File: config.mk
export PLATFORM = sky130hd
export DESIGN_NAME = cfgov_handler
export DESIGN_NICKNAME = d
export VERILOG_FILES = /design/src/include/cfgov_pkg.sv /design/src/verilog/cfgov_handler.sv
export SDC_FILE = /design/constraint.sdc
export NUM_CORES = 1
export LEC_CHECK = 0
export BUFFER_PORTS_ARGS = -buffer_cell sky130_fd_sc_hd__buf_2
export CAP_MARGIN = 30
export CORE_AREA = 3 3 208 210
export CTS_BUF_LIST = sky130_fd_sc_hd__clkbuf_4 sky130_fd_sc_hd__clkbuf_8 sky130_fd_sc_hd__clkbuf_16
export DETAILED_ROUTE_END_ITERATION = 16
export DIE_AREA = 0 0 211 213
export MAX_ROUTING_LAYER = met4
export PLACE_DENSITY_LB_ADDON = 0.08
export SKIP_LAST_GASP = 1
export SLEW_MARGIN = 20
export SYNTH_ARGS = -nofsm -noshare
export SYNTH_HDL_FRONTEND = slang
export SYNTH_SLANG_ARGS = --single-unit
export TNS_END_PERCENT = 5
File: constraint.sdc
create_clock -name clk_sys -period 7.17 [get_ports clk_sys]
set_input_delay 0 -clock clk_sys [delete_from_list [all_inputs] [get_ports clk_sys]]
set_output_delay 0 -clock clk_sys [all_outputs]
set_load 0.02 [all_outputs]
File: src/include/cfgov_pkg.sv
// Purpose: constants for the configuration overlay command handler
// Assumes: 32-bit Avalon-MM register access, word addresses as byte offsets
// Notes: offsets, fields, command and reason codes live here; status values and counts stay literal
package cfgov_pkg;
  // Register byte offsets
  localparam logic [7:0] REG_CMD = 8'h00;      // W: [7:0] cmd, [15:8] features, [16] dev select
  localparam logic [7:0] REG_TASK = 8'h04;     // R: [7:0] sec cnt, [15:8] sec num, [23:16] cyl lo, [31:24] cyl hi
  localparam logic [7:0] REG_STAT = 8'h08;     // R: [7:0] status, [15:8] error
  localparam logic [7:0] REG_DATA = 8'h0c;     // RW: 16-bit PIO data word
  localparam logic [7:0] REG_CTRL = 8'h10;     // RW: [0] hpa, [1] sec locked, [2] sec enabled, [3] setmax lock, [4] dev id
  localparam logic [7:0] REG_EFF0 = 8'h14;     // R: [15:0] word 1 eff, [31:16] word 2 eff
  localparam logic [7:0] REG_EFF1 = 8'h18;     // R: [15:0] word 7 eff, [16] modified, [17] frozen
  localparam logic [7:0] REG_MAXL = 8'h1c;     // R: low 32 bits of effective max LBA
  localparam logic [7:0] REG_MAXH = 8'h20;     // R: high 16 bits of effective max LBA
  // Command and subcommands
  localparam logic [7:0] CMD_OVL = 8'hb1;
  localparam logic [7:0] SUB_RESTORE = 8'hc0;
  localparam logic [7:0] SUB_FREEZE = 8'hc1;
  localparam logic [7:0] SUB_IDENT = 8'hc2;
  localparam logic [7:0] SUB_SET = 8'hc3;
  // Structure fields
  localparam logic [15:0] OVL_REV = 16'h0001;
  localparam logic [7:0] OVL_SIG = 8'ha5;
  localparam logic [7:0] OVL_LAST = 8'hff;     // Index of word 255
  localparam logic [15:0] CAP_W1 = 16'h0007;   // Multiword DMA 2..0
  localparam logic [15:0] CAP_W2 = 16'h003f;   // Ultra DMA 5..0
  localparam logic [15:0] CAP_W7 = 16'h01ff;   // Feature bits 8..0
  localparam logic [47:0] CAP_MAXLBA = 48'h0000_0eff_ffff;
  localparam int SEC_BIT = 3;                  // Security support in word 7
  // Abort reason codes
  localparam logic [7:0] RSN_FROZEN = 8'h01;
  localparam logic [7:0] RSN_SECLOCK = 8'h02;
  localparam logic [7:0] RSN_MODIFIED = 8'h03;
  localparam logic [7:0] RSN_DISABLE = 8'h04;
  localparam logic [7:0] RSN_SETMAX = 8'h05;
  localparam logic [7:0] RSN_HPA = 8'h06;
  localparam logic [7:0] RSN_UNSUP = 8'h07;
  localparam logic [7:0] RSN_BADSUB = 8'h08;
  localparam logic [7:0] RSN_OTHER = 8'hff;
  // Status and error bits
  localparam int ST_ERR = 0;
  localparam int ST_DRQ = 3;
  localparam int ST_DSC = 4;
  localparam int ST_RDY = 6;
  localparam int ST_BSY = 7;
  localparam int ER_ABT = 2;
  localparam logic [7:0] WORD_MAXLBA = 8'h03;
  localparam logic [7:0] WORD_FEAT = 8'h07;
  typedef enum logic [2:0] {CFGOV_IDLE, CFGOV_EXEC, CFGOV_DIN, CFGOV_DOUT, CFGOV_CHECK} cfgov_state_t;
endpackage

File: src/verilog/cfgov_handler.sv
// Purpose: configuration overlay command handler behind an Avalon-MM slave
// Assumes: one clock at 10 MHz, host writes task file through the bus
// Notes: frozen flag and overlay survive rst only when pwr_down_n stays high
// Operation
// [RL1] Features C0..C3 select restore, freeze, identify, set
// [RL2] Restore cancels all reductions from set
// [RL3] After freeze, abort every overlay subcommand
// [RL4] Frozen held until power-down, survives resets
// [RL5] Identify returns 512-byte structure via PIO in
// [RL6] Identify-device shows reduced set, overlay shows full
// [RL7] Set may clear bits in capability words
// [RL8] Overlay bits not supported are ignored
// [RL9] Abort reports reason, word, bit low byte
// [RL10] Bit position high byte goes to sector number
// [RL11] Reasons 01h to 04h as listed
// [RL12] Reasons 05h to 08h and FFh as listed
// [RL13] Max LBA change with HPA: word 3, reason 06h
// [RL14] Security disable while enabled: word 7, bit 3, 04h
// [RL15] Words 0-2: revision, multiword and Ultra DMA modes
// [RL16] Words 3-7: max LBA and feature bits
// [RL17] Last word holds signature and checksum
// [RL18] All 512 bytes sum to zero
// [RL19] Device select bit picks master or slave
// [RL20] Abort sets ABT and ERR, no data request
// [RL21] Set with bad sum or signature aborts
`timescale 1ns/1ps
module cfgov_handler
  import cfgov_pkg::*;
(
  input wire logic clk_sys, // System clock, 10 MHz
  input wire logic rst, // Async reset, active high
  input wire logic pwr_down_n, // Power-down clear, active low
  input wire logic [7:0] avs_address, // Byte address
  input wire logic avs_read, // Read strobe
  input wire logic avs_write, // Write strobe
  input wire logic [31:0] avs_writedata, // Write data
  input wire logic [3:0] avs_byteenable, // Byte lanes
  output logic [31:0] avs_readdata, // Read data
  output logic avs_waitrequest, // Stall
  output logic avs_response_err // High on unmapped access
);

  ////////////////////////////////////////////////////////////////////////////
  // State record
  typedef struct packed {
    cfgov_state_t st;      // Command sequencer
    logic frozen;          // Freeze lock latch
    logic modified;        // Set already applied
    logic [15:0] w1;       // Effective multiword modes
    logic [15:0] w2;       // Effective Ultra modes
    logic [15:0] w7;       // Effective features
    logic [47:0] maxlba;   // Effective max LBA
    logic [15:0] rx1;      // Received overlay words
    logic [15:0] rx2;
    logic [15:0] rx7;
    logic [47:0] rxlba;
    logic [15:0] rxlast;   // Received word 255
    logic [7:0] sum;       // Running byte sum
    logic [7:0] idx;       // Word index in transfer
    logic [7:0] feat;      // Latched features
    logic [7:0] sec_cnt;   // Task file outputs
    logic [7:0] sec_num;
    logic [7:0] cyl_lo;
    logic [7:0] cyl_hi;
    logic [7:0] status;
    logic [7:0] error;
    logic [4:0] ctrl;      // Environment bits from software
    logic [15:0] dout;     // PIO data out word
    logic [31:0] rdata;    // Registered read data
    logic rerr;            // Registered bus error
    logic ack;             // Bus answer pulse
  } cfgov_reg_t;

  cfgov_reg_t r_ff;   // Current state
  cfgov_reg_t nxt_r;  // Next state

  logic [15:0] ident_word; // Identify word at current index
  logic [7:0] ident_sum;   // Checksum over words 0..254 and signature
  logic hit; // Request addressed to this drive
  logic access; // Bus request pending
  logic [15:0] wdata; // Data word being written

  ////////////////////////////////////////////////////////////////////////////
  // Full capability checksum, constant over structure; see [RL18]
  always_comb
  begin
    ident_sum = OVL_REV[7:0] + OVL_REV[15:8] + CAP_W1[7:0] + CAP_W1[15:8] + CAP_W2[7:0] + CAP_W2[15:8]
      + CAP_MAXLBA[7:0] + CAP_MAXLBA[15:8] + CAP_MAXLBA[23:16] + CAP_MAXLBA[31:24]
      + CAP_MAXLBA[39:32] + CAP_MAXLBA[47:40] + CAP_W7[7:0] + CAP_W7[15:8] + OVL_SIG;
    ident_sum = 8'(~ident_sum + 8'h01);
  end

  // Full structure word by index; see [RL5] [RL15] [RL16] [RL17]
  always_comb
  begin
    if (r_ff.idx == 8'h00)
      ident_word = OVL_REV;
    else if (r_ff.idx == 8'h01)
      ident_word = CAP_W1;
    else if (r_ff.idx == 8'h02)
      ident_word = CAP_W2;
    else if (r_ff.idx == 8'h03)
      ident_word = CAP_MAXLBA[15:0];
    else if (r_ff.idx == 8'h04)
      ident_word = CAP_MAXLBA[31:16];
    else if (r_ff.idx == 8'h05)
      ident_word = CAP_MAXLBA[47:32];
    else if (r_ff.idx == 8'h06)
      ident_word = 16'h0000;
    else if (r_ff.idx == 8'h07)
      ident_word = CAP_W7;
    else if (r_ff.idx == OVL_LAST)
      ident_word = {ident_sum, OVL_SIG};
    else
      ident_word = 16'h0000; // Reserved words read zero
  end

  ////////////////////////////////////////////////////////////////////////////
  // Next-state logic
  always_comb
  begin
    nxt_r = r_ff;
    nxt_r.ack = 1'b0;
    nxt_r.rerr = 1'b0;
    access = (avs_read | avs_write) & ~r_ff.ack;
    wdata = avs_writedata[15:0];
    hit = (avs_writedata[16] == r_ff.ctrl[4]); // Drive address match; see [RL19]
    if (access)
    begin
      nxt_r.ack = 1'b1;
      nxt_r.rdata = 32'h0000_0000;
      if (avs_address == REG_CMD)
      begin
        if (avs_write && avs_byteenable[0] && r_ff.st == CFGOV_IDLE && hit && avs_writedata[7:0] == CMD_OVL)
        begin
          nxt_r.feat = avs_writedata[15:8];
          nxt_r.st = CFGOV_EXEC;
          nxt_r.status = 8'h80; // Busy while decoding
          nxt_r.error = 8'h00;
        end
      end
      else if (avs_address == REG_TASK)
        nxt_r.rdata = {r_ff.cyl_hi, r_ff.cyl_lo, r_ff.sec_num, r_ff.sec_cnt};
      else if (avs_address == REG_STAT)
        nxt_r.rdata = {16'h0000, r_ff.error, r_ff.status};
      else if (avs_address == REG_DATA)
      begin
        nxt_r.rdata = {16'h0000, r_ff.dout};
        if (avs_read && r_ff.st == CFGOV_DIN)
        begin
          // Word taken by host; advance
          nxt_r.idx = 8'(r_ff.idx + 8'h01);
          if (r_ff.idx == OVL_LAST)
          begin
            nxt_r.st = CFGOV_IDLE;
            nxt_r.status = 8'h50;
          end
        end
        else if (avs_write && r_ff.st == CFGOV_DOUT)
        begin
          // Capture overlay word and fold bytes into sum; see [RL18]
          nxt_r.sum = 8'(r_ff.sum + wdata[7:0] + wdata[15:8]);
          nxt_r.idx = 8'(r_ff.idx + 8'h01);
          if (r_ff.idx == 8'h01)
            nxt_r.rx1 = wdata;
          else if (r_ff.idx == 8'h02)
            nxt_r.rx2 = wdata;
          else if (r_ff.idx == 8'h03)
            nxt_r.rxlba[15:0] = wdata;
          else if (r_ff.idx == 8'h04)
            nxt_r.rxlba[31:16] = wdata;
          else if (r_ff.idx == 8'h05)
            nxt_r.rxlba[47:32] = wdata;
          else if (r_ff.idx == 8'h07)
            nxt_r.rx7 = wdata;
          else if (r_ff.idx == OVL_LAST)
          begin
            nxt_r.rxlast = wdata;
            nxt_r.st = CFGOV_CHECK;
            nxt_r.status = 8'h80;
          end
        end
      end
      else if (avs_address == REG_CTRL)
      begin
        nxt_r.rdata = {27'h0, r_ff.ctrl};
        if (avs_write && avs_byteenable[0])
          nxt_r.ctrl = avs_writedata[4:0];
      end
      else if (avs_address == REG_EFF0)
        nxt_r.rdata = {r_ff.w2, r_ff.w1}; // Reduced set for identify-device; see [RL6]
      else if (avs_address == REG_EFF1)
        nxt_r.rdata = {14'h0, r_ff.frozen, r_ff.modified, r_ff.w7};
      else if (avs_address == REG_MAXL)
        nxt_r.rdata = r_ff.maxlba[31:0];
      else if (avs_address == REG_MAXH)
        nxt_r.rdata = {16'h0000, r_ff.maxlba[47:32]};
      else
        nxt_r.rerr = 1'b1; // Unmapped address answers with error
    end

    // Command sequencer
    case (r_ff.st)
      CFGOV_EXEC:
      begin
        nxt_r.st = CFGOV_IDLE;
        nxt_r.status = 8'h50; // Ready, seek complete
        nxt_r.idx = 8'h00;
        nxt_r.sum = 8'h00;
        nxt_r.sec_cnt = 8'h00;
        nxt_r.sec_num = 8'h00;
        nxt_r.cyl_lo = 8'h00;
        nxt_r.cyl_hi = 8'h00;
        if (r_ff.frozen)
          nxt_r.sec_cnt = RSN_FROZEN; // see [RL3] [RL11]
        else if (r_ff.feat == SUB_RESTORE)
        begin
          if (r_ff.ctrl[1])
            nxt_r.sec_cnt = RSN_SECLOCK;
          else if (r_ff.ctrl[0] && r_ff.maxlba != CAP_MAXLBA)
          begin
            nxt_r.sec_cnt = RSN_HPA; // see [RL13]
            nxt_r.cyl_hi = WORD_MAXLBA;
          end
          else
          begin
            // Restore the full selectable set; see [RL2]
            nxt_r.w1 = CAP_W1;
            nxt_r.w2 = CAP_W2;
            nxt_r.w7 = CAP_W7;
            nxt_r.maxlba = CAP_MAXLBA;
            nxt_r.modified = 1'b0;
          end
        end
        else if (r_ff.feat == SUB_FREEZE)
          nxt_r.frozen = 1'b1; // see [RL3]
        else if (r_ff.feat == SUB_IDENT)
          nxt_r.st = CFGOV_DIN; // see [RL5]
        else if (r_ff.feat == SUB_SET)
        begin
          if (r_ff.ctrl[1])
            nxt_r.sec_cnt = RSN_SECLOCK;
          else if (r_ff.modified)
            nxt_r.sec_cnt = RSN_MODIFIED;
          else if (r_ff.ctrl[3])
            nxt_r.sec_cnt = RSN_SETMAX;
          else
            nxt_r.st = CFGOV_DOUT;
        end
        else
          nxt_r.sec_cnt = RSN_BADSUB; // see [RL1] [RL12]
        if (nxt_r.sec_cnt != 8'h00)
        begin
          // Abort without data request; see [RL20]
          nxt_r.st = CFGOV_IDLE;
          nxt_r.status = 8'h51;
          nxt_r.error = 8'h04;
        end
        else if (nxt_r.st == CFGOV_DIN || nxt_r.st == CFGOV_DOUT)
          nxt_r.status = 8'h58; // Data request
      end
      CFGOV_DIN:
        nxt_r.dout = ident_word;
      CFGOV_CHECK:
      begin
        nxt_r.st = CFGOV_IDLE;
        nxt_r.status = 8'h50;
        if (r_ff.sum != 8'h00 || r_ff.rxlast[7:0] != OVL_SIG)
          nxt_r.sec_cnt = RSN_OTHER; // see [RL21]
        else if (r_ff.ctrl[0] && (r_ff.rxlba & CAP_MAXLBA) != r_ff.maxlba)
        begin
          nxt_r.sec_cnt = RSN_HPA; // see [RL13]
          nxt_r.cyl_hi = WORD_MAXLBA;
        end
        else if (r_ff.ctrl[2] && !r_ff.rx7[SEC_BIT] && r_ff.w7[SEC_BIT])
        begin
          nxt_r.sec_cnt = RSN_DISABLE; // see [RL14]
          nxt_r.cyl_hi = WORD_FEAT;
          nxt_r.cyl_lo = 8'(1 << SEC_BIT); // see [RL9]
          nxt_r.sec_num = 8'h00; // see [RL10]
        end
        else
        begin
          // Mask unsupported bits so they leave capability unchanged; see [RL7] [RL8]
          nxt_r.w1 = r_ff.rx1 & CAP_W1;
          nxt_r.w2 = r_ff.rx2 & CAP_W2;
          nxt_r.w7 = r_ff.rx7 & CAP_W7;
          nxt_r.maxlba = r_ff.rxlba & CAP_MAXLBA;
          nxt_r.modified = 1'b1;
        end
        if (nxt_r.sec_cnt != 8'h00)
        begin
          nxt_r.status = 8'h51; // see [RL20]
          nxt_r.error = 8'h04;
        end
      end
      default:
      begin
      end
    endcase

    // Power-down alone clears freeze and, like restore, clears overlay; see [RL4]
    if (!pwr_down_n)
    begin
      nxt_r.frozen = 1'b0;
      nxt_r.modified = 1'b0;
      nxt_r.w1 = CAP_W1;
      nxt_r.w2 = CAP_W2;
      nxt_r.w7 = CAP_W7;
      nxt_r.maxlba = CAP_MAXLBA;
    end
  end

  ////////////////////////////////////////////////////////////////////////////
  // State register; reset leaves overlay and freeze untouched; see [RL4]
  always_ff @(posedge clk_sys or posedge rst)
  begin
    if (rst)
    begin
      r_ff.st <= CFGOV_IDLE;
      r_ff.status <= 8'h50;
      r_ff.error <= 8'h00;
      r_ff.ack <= 1'b0;
      r_ff.rerr <= 1'b0;
      r_ff.rdata <= 32'h0000_0000;
      r_ff.idx <= 8'h00;
      r_ff.sum <= 8'h00;
    end
    else
    begin
      r_ff <= nxt_r;
    end
  end

  // Bus answers one cycle after request
  assign avs_waitrequest = (avs_read | avs_write) & ~r_ff.ack;
  assign avs_readdata = r_ff.rdata;
  assign avs_response_err = r_ff.rerr;

endmodule
# --- Word level (Yosys, flattened, before mapping) ---
# Cells that the tools add are included.
word_totals:
  memories: 0
  latchBits: 0
  wordCells: 266
  output_inout_bits: 34
  reg_bits: 324
  in_bits: 49
  ram_bits: 0
  mem_bits_ro: 0
op_classes:
  multipliers: 0
  reduce_logical: 45
  n_div: 0
  magnitude_cmp: 0
  mux: 123
  shifts: 0
  n_eq_ne: 50
  n_addsub: 3
  n_bitwise: 15
op_table:
  columns: ["cell", "n"]
  rows:
  - ["$mux 97", 6]
  - ["$mux 32", 8]
  - ["$mux 8", 30]
  - ["$pmux 97 s2", 1]
  - ["$mux 16", 10]
  - ["$mux 101", 1]
  - ["$mux 100", 1]
  - ["$pmux 48 s2", 1]
  - ["$mux 3", 24]
  - ["$mux 12", 5]
  - ["$eq 8x8->1 const B", 6]
  - ["$mux 24", 2]
  - ["$ne 28x48->1", 1]
  - ["$ne 48x28->1 const B", 1]
  - ["$eq 8x3->1 const B", 5]
  - ["$mux 33", 1]
  - ["$eq 8x5->1 const B", 4]
  - ["$mux 5", 6]
  - ["$reduce_and 14->1", 2]
  - ["$ne 5x3->1 const B", 5]
  - ["$reduce_bool 8->1", 3]
  - ["$mux 2", 11]
  - ["$mux 21", 1]
  - ["$add 8x8->8", 2]
  - ["48 further kinds", 99]

# --- Depth between registers and ports, before layout ---
depth:
  ltp_word: 17
  ltp_mapped: 11
  ltp_nobuf: 11

# --- Least setup slack after synthesis ---
# No wires, ideal clock.
synth_timing:
  kind: "in2reg"
  start: "input rst"
  end: "register r_ff[34] (netlist bit) (enable)"
  stages: 2
  n_path_buf: 0
  required_ns: 6.819
  arrival_ns: 3.897
  path_slack_ns: 2.921
  path_cell_list: "inv_1 > and2_1"
synth_between:
  elab_chain_len: 2
synth_lines:
  columns: ["item", "line_no", "text"]
  rows:
  - ["start, declared", "cfgov_handler.sv:31", "input wire logic rst,"]
  - ["$not 1->1 (no source line)", null, null]
  - ["$reduce_and 2->1 (no source line)", null, null]
  - ["end signal, assigned", "cfgov_handler.sv:331", "r_ff <= nxt_r;"]
  - ["end, declared", "cfgov_handler.sv:74", "cfgov_reg_t r_ff;"]
# Every way passes these cells.
# A chain may end at the register's enable or synchronous reset.

# --- Final worst setup path ---
layout_timing:
  start: "register r_ff[339] (netlist bit)"
  end: "register r_ff[330] (netlist bit), data pin"
layout_between:
  elab_chain_len: 2
  elab_cells_between_ends: 3
  classes_between: "eq/ne (2); mux (1)"
layout_lines:
  columns: ["item", "line_no", "text"]
  rows:
  - ["$eq 3x3->1 / $eq 3x1->1 (equally long branches)", "cfgov_handler.sv:203", "case (r_ff.st)"]
  - ["$pmux 97 s2 *", "cfgov_handler.sv:203", null]
# Mark *: on every way between the ends. The rest lies on a longest branch, timed or not.

==> flow_metrics.env <==
export IMPL_status="complete, no violations"
export IMPL_min_period_ns=3.641
export IMPL_syn_area_um2=12460
export IMPL_ys_warn_count=0
export IMPL_syn_inst=1108
export IMPL_synth_nets=1175
export IMPL_boundaryPins=83
export IMPL_p_leak_uw=0.005192
export IMPL_drc=0
export IMPL_cts_buffer_depth=3
export IMPL_critPathKind="reg2reg"
export IMPL_clk_latency_ns=0.58
export IMPL_grt_pass1_wl_um=62420
export IMPL_drt_initial_drc_count=703
export IMPL_drtPass1Iterations=5
export IMPL_power_density_nw_per_um2=235.7
export IMPL_post_cts_buffers=0
export IMPL_die_y_um=213
export IMPL_finalSetupViolations=0
export IMPL_rsz0062_at_grt="no"
export IMPL_wire_per_inst_um=24.06
export IMPL_cts_sinks=251
export IMPL_antenna_found_initial=1
export IMPL_ys_ff_latch=251
export IMPL_grt_ovfl_total=0
export IMPL_grt_max_degree=66
export IMPL_worst_endpoint_required_ns=7.45
export IMPL_drv_cap=0
export IMPL_gp_congestion=0.8200
export IMPL_vias=9193
export IMPL_finalNonFillerCells=1715
export IMPL_cts_tree="yes"
export IMPL_dp_hpwl_um=27360
export IMPL_htree_levels=1
export IMPL_core_area_um2=41760
export IMPL_slew_headroom=0.3671
export IMPL_ant_nets=0
export IMPL_cp_start_kind="flip-flop"
export IMPL_ir_drop_mv=0.1595
export IMPL_ctsRootBufferMaster="clkbuf_16"
export IMPL_synthArstFlopShare=0.2590
export IMPL_setup_worst_path_start="r_ff[339]"
export IMPL_numCtsBuffers=31
export IMPL_clk_pin_slew_ns=0.06
export IMPL_crit_fanout=51
export IMPL_ys_types=74
export IMPL_avgSynthCellArea_um2=11.24
export IMPL_die_area_um2=44940
export IMPL_area_growth_pct=15.11
export IMPL_wl_um=41260
export IMPL_viasPerCell=5.360
export IMPL_synth_edf_count=186
export IMPL_fin_skew_ns=0.01525
export IMPL_tns_ns=0
export IMPL_worst_slew_pin_slew_ns=0.9443
export IMPL_finalMaxSlewViolations=0
export IMPL_synth_seq_area_share=0.5789
export IMPL_period_share=0.5079
export IMPL_final_common_cell="edfxtp_1"
export IMPL_grt_usage=0.1895
export IMPL_dp_cells=1634
export IMPL_finalHoldViolations=0
export IMPL_die_x_um=211
export IMPL_final_nets=1217
export IMPL_r2r_start="r_ff[339]"
export IMPL_start_util=0.2984
export IMPL_first_global_vias=9317
export IMPL_io_buffers=64
export IMPL_final_cell_mix="edfxtp_1 (186), nand2_1 (84), a21oi_1 (83), o21ai_0 (70), nor3_1 (70)"
export IMPL_drive_gt1_frac=0.1387
export IMPL_clock_fmax_ghz=0.2746
export IMPL_cp_end_kind="flip-flop"
export IMPL_yosys_most_used_dff="edfxtp_1"
export IMPL_rows=75
export IMPL_hold_class="in2async"
export IMPL_crit_arrival_ns=3.92
worst paths after layout:
kind | endpoint | slack (ns) | cells after the start
worst max-delay path | r_ff[330] | 3.53 | 7
worst min-delay path | r_ff[123] | 0.05 | 3
worst max register to register | r_ff[330] | 3.53 | 7
worst min register to register | avs_readdata[30] | 0.47 | 2
max in group asynchronous | avs_readdata[31] | 5.88 | 4
min in group clk_sys | avs_readdata[5] | 0.12 | 4
layout make-up:
class | instances | area [um2]
diodes | 1 | 2.502
flip-flops and latches | 251 | 7213
inverters | 20 | 80.08
clock inverters | 9 | 46.29
clock buffers | 49 | 954.7
repair buffers | 112 | 725.7
multi-input cells | 734 | 4646
well taps | 539 | 674.4
fillers | 4236 | 27420
flip-flops by register name (all words and copies together), names as in the netlist:
| name | cells |
|---|---|
| avs_readdata | 32 |
| avs_response_err | 1 |
| r_ff | 218 |
cell usage after synthesis (16+ instances only):
library cell	count	area (um2)
nor4_1	22	137.6
xor2_1	30	262.8
a21boi_0	45	337.8
nand2_1	84	315.3
nor3_1	73	365.4
edfxtp_1	186	5585
mux2i_1	16	160.2
inv_1	20	75.07
o21ai_0	70	350.3
clkbuf_1	53	198.9
nor2_1	54	202.7
o31ai_1	17	127.6
dfrtp_1	64	1602
a21oi_1	83	415.4
buf_4	32	240.2
nand3_1	17	85.08
a31oi_1	19	118.9
o21ai_1	22	110.1
per-stage QoR:
stage | util | hold WS, ns | area, um2 | setup WS (ns) | power [uW]
global route | 0.3434 | 0.06740 | 14340 | 3.289 | 3514
finish | 0.3435 | 0.05279 | 14340 | 3.529 | 3381
CTS | 0.3432 | 0.04398 | 14330 | 3.527 | 3432
detailed placement | 0.3142 | 0.1067 | 13120 | 3.529 | 1874
global placement | 0.3139 | 0.1027 | 13110 | 3.538 | 1873
floorplan | - | 0.09887 | 12460 | 2.921 | 1789
cell families after synthesis:
kind of cell             count (synthesis)  synth area share
flip-flops                             251            0.5789
AND/OR/NAND/NOR                        324            0.1324
buffers and inverters                  123           0.05332
multiplexers                            16           0.01285
AO/OA/AOI/OAI                          341            0.1750
XOR/XNOR                                35           0.02460
adder cells (fa/ha/maj)                 18           0.02290
per-layer routing:
layer,global-route usage,up-vias,wire length [um]
met3,0.02850,54,1785
li1,-,4266,-
met1,0.2667,4654,19720
met5,-,-,0
met4,0.04249,0,960
met2,0.2914,219,18790
repair_timing:
item                      CTS  global route
hold endpoints to repair   82             0
resized for setup           0             0
hold buffers               21             0
report_power, final:
group          internal (uW)  total [uW]  switching [uW]  leakage, uW
Sequential              1600        1630            28.6      0.00261
Combinational           71.6         219             147      0.00207
Clock                    907        1530             623     0.000514
Total                   2580        3380             799      0.00519
critical path, stage by stage, from the launching register on:
cell and delay, ns:
dfrtp_1 0.44, or3b_1 0.70, or4b_4 0.65, o41a_1 0.33, a31o_1 0.19, buf_4 0.29, nand2_4 0.50, a21boi_0 0.18
No activity file was read; power rests on OpenSTA's default activity.
